`src/include/adc_ctrl_pkg.sv`:
```
package adc_ctrl_pkg;

  // ==========================================================================
  // register map
  localparam logic [7:0] result_offset  = 8'hd0;
  localparam logic [7:0] control_offset = 8'hd1;
  localparam logic [7:0] status_offset  = 8'hd2;
  localparam logic [7:0] mask_offset    = 8'hd3;

  // ==========================================================================
  // control field positions
  localparam int irq_enable_bit   = 7;
  localparam int end_conv_bit     = 6;
  localparam int start_bit        = 5;
  localparam int power_select_bit = 4;
  localparam int reserved_3_bit   = 3;
  localparam int osc_disable_bit  = 2;

  // ==========================================================================
  // reset values
  localparam logic [7:0] control_reset = 8'h40;
  localparam logic [7:0] result_reset  = 8'h00;
  localparam logic [1:0] status_reset  = 2'h0;
  localparam logic [1:0] mask_reset    = 2'h0;

  // ==========================================================================
  // status/mask events: bit 0 conversion done, bit 1 conversion abandoned by a new start while busy
  localparam int ev_done    = 0;
  localparam int ev_restart = 1;

  // ==========================================================================
  // timing: conversion time at the system clock
  localparam int  clk_hz        = 20000000;
  localparam int  conv_time_us  = 70;
  localparam int  conv_cycles   = (conv_time_us * (clk_hz / 1000000));
  localparam int  result_bits   = 8;
  localparam int  step_cycles_i = conv_cycles / result_bits;
  localparam logic [7:0] step_cycles = 8'(step_cycles_i);

  typedef enum logic [1:0] {idle_st, sample_st, done_st} conv_state_type;

endpackage

```
`src/hdl/adc_step_timer.sv`:
```
`timescale 1ns/1ns
// step pacing: one enable pulse every step_cycles while running
module adc_step_timer (
  input  wire logic clk,
  input  wire logic rst_b,
  input  wire logic restart,
  input  wire logic run,
  output logic      step_en
);

  logic [7:0] count_q;

  // ==========================================================================
  // divider
  always_ff @(posedge clk) begin
    if (!rst_b || restart || !run) begin
      count_q <= 8'h00;
    end else if (count_q == adc_ctrl_pkg::step_cycles - 8'h01) begin
      count_q <= 8'h00;
    end else begin
      count_q <= count_q + 8'h01;
    end
  end

  assign step_en = run && !restart && (count_q == adc_ctrl_pkg::step_cycles - 8'h01);

endmodule

```
`src/hdl/adc_sar_core.sv`:
```
`timescale 1ns/1ns
// successive approximation register, msb first
module adc_sar_core (
  input  wire logic       clk,
  input  wire logic       rst_b,
  input  wire logic       begin_conv,
  input  wire logic       step_en,
  input  wire logic       comp_high,
  output logic [7:0]      trial_code,
  output logic            finished
);

  logic [7:0] code_q;
  logic [7:0] probe_q;

  // ==========================================================================
  // bit trial and decision
  always_ff @(posedge clk) begin
    if (!rst_b) begin
      code_q  <= 8'h00;
      probe_q <= 8'h00;
    end else if (begin_conv) begin
      code_q  <= 8'h80;
      probe_q <= 8'h80;
    end else if (step_en && probe_q != 8'h00) begin
      if (!comp_high) begin
        code_q <= (code_q & ~probe_q) | (probe_q >> 1); // drop trial bit
      end else begin
        code_q <= code_q | (probe_q >> 1); // keep trial bit
      end
      probe_q <= probe_q >> 1;
    end
  end

  assign trial_code = code_q;
  assign finished   = step_en && (probe_q == 8'h01);

endmodule

```
`src/hdl/adc_control.sv`:
```
`timescale 1ns/1ns
// Behaviour
// - one conversion per start write; no continuous mode.
// - start during a conversion abandons it and starts afresh.
// - start bit 5 write-only; writing 0 ignored; reads zero.
// - completion sets done flag bit 6; interrupt if enable bit 7 set.
// - start write clears done flag and pending interrupt.
// - done flag read-only; writing zero does not clear it.
// - result valid only while done flag is one.
// - power bit 4 turns converter on; stop mode forces off.
// - wait mode unaffected; done interrupt wakes from wait, not stop.
// - control bit 2 disables main oscillator; clock system function.
// - eight-bit result in read-only register at d0.
// - control register at d1 resets to 40.
// - conversion takes about 70 microseconds from start to flag.
module adc_control (
  input  wire logic       clk,
  input  wire logic       rst_b,
  input  wire logic [7:0] addr,
  input  wire logic [7:0] wdata,
  input  wire logic       wr,
  input  wire logic       rd,
  output logic [7:0]      rdata,
  input  wire logic       comp_high,
  output logic [7:0]      dac_code,
  output logic            conv_power_on,
  output logic            sample_active,
  output logic            main_osc_disable,
  input  wire logic       wait_mode,
  input  wire logic       stop_mode,
  output logic            conv_irq,
  output logic            wake_request,
  output logic            irq
);

  logic       conv_irq_enable_q;
  logic       end_conv_q;
  logic       conv_power_select_q;
  logic       control_reserved_3_q;
  logic       main_osc_disable_q;
  logic [1:0] control_reserved_lo_q;
  logic [7:0] result_q;
  logic [1:0] status_q;
  logic [1:0] mask_q;
  logic [7:0] rdata_q;
  logic       busy_q;
  logic       stop_sync1_q;
  logic       stop_sync2_q;
  logic       stop_sync3_q;
  logic       stop_q;
  logic       ctrl_wr;
  logic       conv_start;
  logic       powered;
  logic       step_en;
  logic       finished;
  logic [7:0] trial_code;
  logic [7:0] control_view;
  adc_ctrl_pkg::conv_state_type state_q;

  // ==========================================================================
  // stop mode input, three-stage synchroniser, change once stages 2 and 3 agree
  always_ff @(posedge clk) begin
    if (!rst_b) begin
      stop_sync1_q <= 1'b0;
      stop_sync2_q <= 1'b0;
      stop_sync3_q <= 1'b0;
      stop_q       <= 1'b0;
    end else begin
      stop_sync1_q <= stop_mode;
      stop_sync2_q <= stop_sync1_q;
      stop_sync3_q <= stop_sync2_q;
      if (stop_sync2_q == stop_sync3_q) begin
        stop_q <= stop_sync3_q;
      end
    end
  end

  // ==========================================================================
  // decode
  assign ctrl_wr    = wr && (addr == adc_ctrl_pkg::control_offset);
  assign conv_start = ctrl_wr && wdata[adc_ctrl_pkg::start_bit];
  assign powered    = conv_power_select_q && !stop_q;

  // ==========================================================================
  // control register fields
  always_ff @(posedge clk) begin
    if (!rst_b) begin
      conv_irq_enable_q     <= adc_ctrl_pkg::control_reset[adc_ctrl_pkg::irq_enable_bit];
      conv_power_select_q   <= adc_ctrl_pkg::control_reset[adc_ctrl_pkg::power_select_bit];
      control_reserved_3_q  <= adc_ctrl_pkg::control_reset[adc_ctrl_pkg::reserved_3_bit];
      main_osc_disable_q    <= adc_ctrl_pkg::control_reset[adc_ctrl_pkg::osc_disable_bit];
      control_reserved_lo_q <= adc_ctrl_pkg::control_reset[1:0];
    end else if (ctrl_wr) begin
      conv_irq_enable_q     <= wdata[adc_ctrl_pkg::irq_enable_bit];
      conv_power_select_q   <= wdata[adc_ctrl_pkg::power_select_bit];
      control_reserved_3_q  <= wdata[adc_ctrl_pkg::reserved_3_bit];
      main_osc_disable_q    <= wdata[adc_ctrl_pkg::osc_disable_bit];
      control_reserved_lo_q <= wdata[1:0];
    end
  end

  // ==========================================================================
  // interrupt mask register
  always_ff @(posedge clk) begin
    if (!rst_b) begin
      mask_q <= adc_ctrl_pkg::mask_reset;
    end else if (wr && addr == adc_ctrl_pkg::mask_offset) begin
      mask_q <= wdata[1:0];
    end
  end

  // ==========================================================================
  // conversion sequencer
  always_ff @(posedge clk) begin
    if (!rst_b) begin
      state_q <= adc_ctrl_pkg::idle_st;
      busy_q  <= 1'b0;
    end else if (conv_start && powered) begin
      state_q <= adc_ctrl_pkg::sample_st;
      busy_q  <= 1'b1;
    end else if (!powered) begin
      state_q <= adc_ctrl_pkg::idle_st; // converter off abandons work
      busy_q  <= 1'b0;
    end else begin
      case (state_q)
        adc_ctrl_pkg::sample_st: begin
          if (finished) begin
            state_q <= adc_ctrl_pkg::done_st;
            busy_q  <= 1'b0;
          end
        end
        adc_ctrl_pkg::done_st: begin
          state_q <= adc_ctrl_pkg::idle_st;
        end
        default: begin
          state_q <= adc_ctrl_pkg::idle_st;
        end
      endcase
    end
  end

  // ==========================================================================
  // end-of-conversion flag: start clears, completion sets, writes of 0 ignored
  always_ff @(posedge clk) begin
    if (!rst_b) begin
      end_conv_q <= adc_ctrl_pkg::control_reset[adc_ctrl_pkg::end_conv_bit];
    end else if (conv_start) begin
      end_conv_q <= 1'b0;
    end else if (finished && busy_q && powered) begin
      end_conv_q <= 1'b1;
    end
  end

  // ==========================================================================
  // result register, loaded on the final step
  always_ff @(posedge clk) begin
    if (!rst_b) begin
      result_q <= adc_ctrl_pkg::result_reset;
    end else if (finished && busy_q && powered && !conv_start) begin
      result_q <= {trial_code[7:1], comp_high};
    end
  end

  // ==========================================================================
  // sticky event status, write one to clear, set wins
  always_ff @(posedge clk) begin
    if (!rst_b) begin
      status_q <= adc_ctrl_pkg::status_reset;
    end else begin
      for (int i = 0; i < 2; i++) begin
        if (wr && addr == adc_ctrl_pkg::status_offset && wdata[i]) begin
          status_q[i] <= 1'b0;
        end
      end
      if (finished && busy_q && powered && !conv_start) begin
        status_q[adc_ctrl_pkg::ev_done] <= 1'b1;
      end
      if (conv_start && busy_q) begin
        status_q[adc_ctrl_pkg::ev_restart] <= 1'b1;
      end
    end
  end

  // ==========================================================================
  // step pacing and successive approximation
  adc_step_timer u_timer (
    .clk     (clk),
    .rst_b   (rst_b),
    .restart (conv_start),
    .run     (busy_q && powered),
    .step_en (step_en)
  );

  adc_sar_core u_sar (
    .clk        (clk),
    .rst_b      (rst_b),
    .begin_conv (conv_start),
    .step_en    (step_en),
    .comp_high  (comp_high),
    .trial_code (trial_code),
    .finished   (finished)
  );

  // ==========================================================================
  // register read, data one cycle after the strobe
  always_comb begin
    control_view = {conv_irq_enable_q, end_conv_q, 1'b0, conv_power_select_q,
                    control_reserved_3_q, main_osc_disable_q,
                    control_reserved_lo_q};
  end

  always_ff @(posedge clk) begin
    if (!rst_b) begin
      rdata_q <= 8'h00;
    end else if (rd) begin
      case (addr)
        adc_ctrl_pkg::result_offset:  rdata_q <= result_q;
        adc_ctrl_pkg::control_offset: rdata_q <= control_view;
        adc_ctrl_pkg::status_offset:  rdata_q <= {6'h00, status_q};
        adc_ctrl_pkg::mask_offset:    rdata_q <= {6'h00, mask_q};
        default:                      rdata_q <= 8'h00;
      endcase
    end else begin
      rdata_q <= 8'h00;
    end
  end

  // ==========================================================================
  // outputs
  assign rdata            = rdata_q;
  assign dac_code         = trial_code;
  assign conv_power_on    = powered;
  assign sample_active    = busy_q;
  assign main_osc_disable = main_osc_disable_q;
  assign conv_irq         = conv_irq_enable_q && end_conv_q;
  assign wake_request     = conv_irq && !stop_q;
  assign irq              = |(status_q & mask_q);

endmodule

```
`config.mk`:
```
export PLATFORM = sky130hd
export DESIGN_NAME = adc_control
export DESIGN_NICKNAME = d
export VERILOG_FILES = /design/src/include/adc_ctrl_pkg.sv /design/src/hdl/adc_step_timer.sv /design/src/hdl/adc_sar_core.sv /design/src/hdl/adc_control.sv
export SDC_FILE = /design/constraint.sdc
export NUM_CORES = 1
export LEC_CHECK = 0
export ABC_CLOCK_PERIOD_IN_PS = 2020
export BUFFER_PORTS_ARGS = -buffer_cell sky130_fd_sc_hd__buf_2
export CAP_MARGIN = 40
export CORE_ASPECT_RATIO = 0.7
export CORE_MARGIN = 2
export CORE_UTILIZATION = 54
export DETAILED_ROUTE_END_ITERATION = 7
export GPL_TIMING_DRIVEN = 0
export PLACE_DENSITY = 0.78
export SKIP_CTS_REPAIR_TIMING = 1
export SKIP_LAST_GASP = 1
export SLEW_MARGIN = 20
export SYNTH_ARGS = -nofsm -noshare
export SYNTH_HDL_FRONTEND = slang
export SYNTH_SLANG_ARGS = --single-unit
export TNS_END_PERCENT = 5
```
`constraint.sdc`:
```
create_clock -name clk -period 2.02 [get_ports clk]
set_input_delay 0.404 -clock clk [delete_from_list [all_inputs] [get_ports clk]]
set_output_delay 0.404 -clock clk [all_outputs]
set_load 0.005 [all_outputs]
```
After elaboration in Yosys (flattened, before gate mapping)
Cells that the tools add are included.
- bits in registers: 58
- output and inout port bits: 22
- word-level logic and storage cells: 99
- add/sub/neg operators: 1
- equal/unequal tests: 11
- multiplexer cells: 20
- bitwise gates (word level): 8
- reductions and logical operators: 36
- operators by type and width (operator ; count):
    $eq A8 B8 Y1 const B ; 5
    $mux W8 ; 5
    $pmux W8 S4 ; 1
    $logic_and A1 B1 Y1 ; 19
    $or A8 B7 Y8 ; 2
    $mux W1 ; 14
    $add A8 B1 Y8 const B ; 1
    $and A8 B8 Y8 ; 1
    $eq A8 B1 Y1 const B ; 1
    $not A8 Y8 ; 1
    $reduce_bool A2 Y1 ; 4
    $reduce_bool A8 Y1 ; 1
    $ne A3 B1 Y1 const B ; 2
    $reduce_or A2 Y1 ; 3
    $logic_not A1 Y1 ; 4
    $ne A4 B4 Y1 const B ; 1
    $reduce_and A2 Y1 ; 2
    $reduce_or A4 Y1 ; 1
    $not A1 Y1 ; 3
    $and A2 B2 Y2 ; 1
    $eq A2 B1 Y1 const B ; 1
    $logic_or A1 B1 Y1 ; 2
    $eq A1 B1 Y1 ; 1

Depth between registers and ports, before layout
- word-level depth: 11
- gate-level depth with buffers: 8

Hierarchy
Synthesis repeated with hierarchy kept, for this count alone.
- cells, all modules: 260
- area total of the unflattened synthesis: 2423.6 um2
- by module, submodules not included (module ; instances ; cells an instance ; area each (um2) ; sequential area each (um2)):
    adc_control ; 1 ; 147 ; 1397.6 ; 680.7
    adc_sar_core ; 1 ; 68 ; 596.8 ; 320.3
    adc_step_timer ; 1 ; 45 ; 429.2 ; 160.2

Worst setup path before layout
No wires, ideal clock.
- path kind: flip-flop to flip-flop
- start point: reg u_timer.count_q[0]
- end point: reg result_q[2]
- data arrival time: 1517 ps
- required time: 1902 ps
- path slack: 385 ps
- stages on the path, launching flop included: 9
- buffers on the path: 2
- period minus slack after synthesis: 1635 ps
- path through: dfxtp_1 > inv_1 > ha_1 > and4bb_2 > and4_1 > buf_2 > and3_4 > buf_12 > mux2i_1
- cells in the longest elaborated chain, start to end: 6
- ends and longest elaborated chain (item ; RTL line ; text):
    start, declared ; adc_step_timer.sv:11 ; logic [7:0] count_q;
    start signal, assigned ; adc_step_timer.sv:21 ; count_q <= count_q + 8'h01;
    $eq A8 B8 Y1 ; adc_step_timer.sv:25 ; assign step_en = run && !restart && (count_q == adc_ctrl_pkg::step_cycles - 8'h01);
    $logic_and A1 B1 Y1 ; adc_step_timer.sv:25 ;
    $logic_and A1 B1 Y1 ; adc_sar_core.sv:36 ; assign finished = step_en && (probe_q == 8'h01);
    $logic_and A1 B1 Y1 (3 in a row) ; adc_control.sv:159 ; end else if (finished && busy_q && powered && !conv_start) begin
    end signal, assigned ; adc_control.sv:158 ; result_q <= adc_ctrl_pkg::result_reset;
    end signal, assigned ; adc_control.sv:160 ; result_q <= {trial_code[7:1], comp_high};
    end, declared ; adc_control.sv:42 ; logic [7:0] result_q;
Every way passes these cells.
A chain may end at the register's enable or synchronous reset.

Worst setup path after layout
- start point: reg u_timer.count_q[0]
- end point: reg u_sar.code_q[2] (netlist: u_sar.trial_code[2])
- cells in the longest elaborated chain, start to end: 3
- ends and longest elaborated chain (item ; RTL line ; text):
    $eq A8 B8 Y1 ; adc_step_timer.sv:25 ;
    $logic_and A1 B1 Y1 ; adc_step_timer.sv:25 ;
    $logic_and A1 B1 Y1 ; adc_sar_core.sv:25 ; end else if (step_en && probe_q != 8'h00) begin
    end signal, assigned ; adc_sar_core.sv:27 ; code_q <= (code_q & ~probe_q) | (probe_q >> 1);
    end signal, assigned ; adc_sar_core.sv:29 ; code_q <= code_q | (probe_q >> 1);
    end, declared ; adc_sar_core.sv:13 ; logic [7:0] code_q;
Every way passes these cells.

==> metrics.md <==
| Metric | Value |
|---|---|
| Vert. Die Dim | 60.2 um |
| Mapped Area | approximately 0.0024 sq mm |
| Syn-to-layout area delta | 21.1% |
| Core Util, Final | 68.1% |
| Share of flip-flops with an asynchronous set or reset | 0% |
| Routability congestion estimate | 0.894 |
| Syn Nets | 276 |
| Remaining antenna violation count after routing | 0 |
| H-tree depth | 3 |
| Final hold viol count | 0 |
| Number of distinct library cells after synthesis | 47 |
| RR Startpoint | u_timer.count_q[0] |
| Fmax | 545 MHz |
| Hold path start | stop_mode |
| RSZ-0062 raised after global routing | no |
| Layout Nets | 328 |
| Vias in the first global route | a little under 2,000 |
| Area contributors post-synth | dfxtp_1 (48%), mux2i_1 (8.6%), nand2_1 (3.9%), nor2_1 (3.7%), nand4_1 (2.8%) |
| DR top layer | met4 |
| Critical setup path kind | flip-flop to flip-flop |
| Placed cell count | 347 |
| Hold EP | stop_sync1_q |
| Required @ worst endpoint | 2.24 ns |
| Die width | 84.2 um |
| Average vias per placed instance | between 5 and 6 |
| Pre-antenna DRT Iters | 4 |
| Root Buffer | clkbuf_8 |
| Synthesized area per cell | 9.70 sq um |
| Detailed Route WL | 5310 um |
| Via count | slightly above 2,000 |
| Reg2Reg Setup Slack | 0.18 ns |
| Gr usage total | 22.6% |
| Dpl hpwl | 3790 um |
| Setup TNS | 0 ns |
| Status | completed |
| Initial core utilization | 56.2% |
| Flops & latches, synth | just under 60 |
| Clock-pin slew on the worst setup and hold paths | 0.07 ns |
| CP Capture Type | flip-flop |
| Clock sink total | 58 |
| R2R depth | 7 |
| Starting DRC count in detailed routing | 99 |
| Cell area after layout | 0.00295 sq mm |
| Ports | 45 |
| Hold depth | 2 |
| Yosys top cell area share | 47.7% |
| Setup Viol. Count Final | 0 |
| Final Non-Filler Cells | between 300 and 400 |
| Largest net degree at the start of global routing | 11 |
| Max Cap Viol | 0 |
| Synth Instances | 251 |
| # rows | 20 |
| Most common cell in the netlist | dfxtp_1 |
| Diode count | 0 |
| Nature of the critical path startpoint | flip-flop |
| First-pass GRT wire length | 8890 um |
| FF-to-FF End | u_sar.trial_code[2] |
| Min Tclk post-route | 1.84 ns |
| Number of buffers created by CTS | 9 |
| Fin crit share | 90.9% |
| Leading area contributor after synthesis | dfxtp_1 |
| Clock Latency Late Sink | 0.33 ns |
| CP Max Fanout | 10 |
| Number of synthesized flops with an enable pin | 0 |
| Pleak | 0.00122 uW |
| Worst Setup SP | u_timer.count_q[0] |
| Core area | 0.00433 sq mm |
| Slew Viols, Final | 0 |
| Buffers on Ports | 41 |
| PwrDens | around 850 mW/mm^2 |
| Peak VDD IR | 0.000650 V |
| Residual DRC | 0 |
| Met2 WL | 2280 um |
| Register area share after synthesis | 47.7% |
| Worst Skew | 0.00799 ns |
| Clk buf depth | 2 |
| CTS tree | yes |
| Worst Hold Class | primary input to flip-flop |
| Yosys warning count | 0 |
| Max_slew headroom | between 60% and 70% |
| Arr. time, crit path | ~2.1 ns |
| Routed met1 length | between 2000 and 2500 um |
| Met3 WL | roughly 450 um |
| Placed Area | around 0.0027 sq mm |
| Layout cells sized above 1 | 25.7% |
| Least-Margin Pin Slew | 0.512 ns |
| Top_reg_cell synth | dfxtp_1 |
| Initial antenna violation count | 0 |
| Synth cell count leaders | dfxtp_1 (58), nand2_1 (25), nor2_1 (24), mux2i_1 (21), a21oi_1 (13) |
| WL/cell | 14.7 um |
| GRT overflow | 0 |
| Die ar. | 0.00507 sq mm |
==> flip-flops by register name, summed over array words and instances, names as in the netlist <==
register and cells:
status_q 2, stop_q 1, result_q 8, sample_active 1, main_osc_disable 1, state_q 2, stop_sync3_q 1, u_sar.trial_code 8
control_reserved_3_q 1, control_reserved_lo_q 2, stop_sync1_q 1, u_timer.count_q 8, stop_sync2_q 1, conv_power_select_q 1, end_conv_q 1, conv_irq_enable_q 1
rdata 8, mask_q 2, u_sar.probe_q 8
==> worst max path at each step <==
stage	end	slack, ns	cells after the start
floorplan	result_q[2]	0.39	8
global placement	u_sar.trial_code[7]	0.19	6
detailed placement	rdata[5]	0.13	7
CTS	u_sar.trial_code[2]	0.22	7
global route	u_sar.probe_q[5]	0.03	7
finish	u_sar.trial_code[2]	0.18	7
==> placed cells by master, fill, tap and decap left out, types with 2 or more instances in the layout <==
cell and n:
a21oi_1 13, a32o_1 3, and2_1 5, and3_1 3, and4_1 2, and4_2 2, buf_2 47, bufinv_16 3
clkbuf_1 6, clkbuf_8 10, dfxtp_1 58, ha_1 2, inv_1 6, mux2i_1 21, mux4_2 2, nand2_1 25
nand3_1 12, nand4_1 11, nor2_1 24, nor2b_1 6, nor3_2 2, o21ai_0 8, o41ai_1 3, or3_1 2
xor2_1 5
==> cell families after synthesis <==
kind of cell	synth area share (%)
xor gates and xnor gates	2.16
muxes	10.5
buffers and inverters	4.68
and+or+nand+nor	23.9
adders and majority gates	1.03
AOI/OAI and AO/OA	10.1
DFF	47.7
==> where the power goes <==
part	leakage, uW	internal, uW	switching (uW)	total [uW]
registers	0.000467	1150	1.26	1150
logic	0.000634	31.2	46.5	77.7
clock network	0.000118	844	439	1280
total	0.00122	2020	487	2510
==> metal layers <==
metal,vias up,GRT usage [%]
met1,976,29.5
li1,998,-
met2,89,35.8
met3,11,6.63
met4,0,8.53
met5,-,0
==> worst max-delay path: stages (launching register included) <==
cell and delay, ns:
dfxtp_1 0.35, inv_1 0.07, ha_1 0.13, and4bb_2 0.25, nand4_1 0.22, clkbuf_1 0.29
o41ai_1 0.31, a21oi_1 0.11
==> through the flow <==
stage,power [uW],hold WS [ns],worst slack (ns)
after global placement,1250,0.427,0.190
after global routing,2590,0.290,0.0320
after detailed placement,1250,0.437,0.128
after floorplan,1210,0.412,0.385
final,2510,0.287,0.184
after CTS,2520,0.279,0.218
==> final cells by class <==
| cell class | count | area (sq um) |
|---|---|---|
| Clock inverter | 5 | 103 |
| Buffer | 15 | 91.3 |
| Timing Repair Buffer | 41 | 205 |
| Inverter | 6 | 22.5 |
| Fill cell | 350 | 1380 |
| Tap cell | 55 | 68.8 |
| Multi-Input combinational cell | 172 | 1160 |
| Sequential cell | 58 | 1160 |
| Clock buffer | 10 | 138 |
Power figures use the tool's default switching activity.
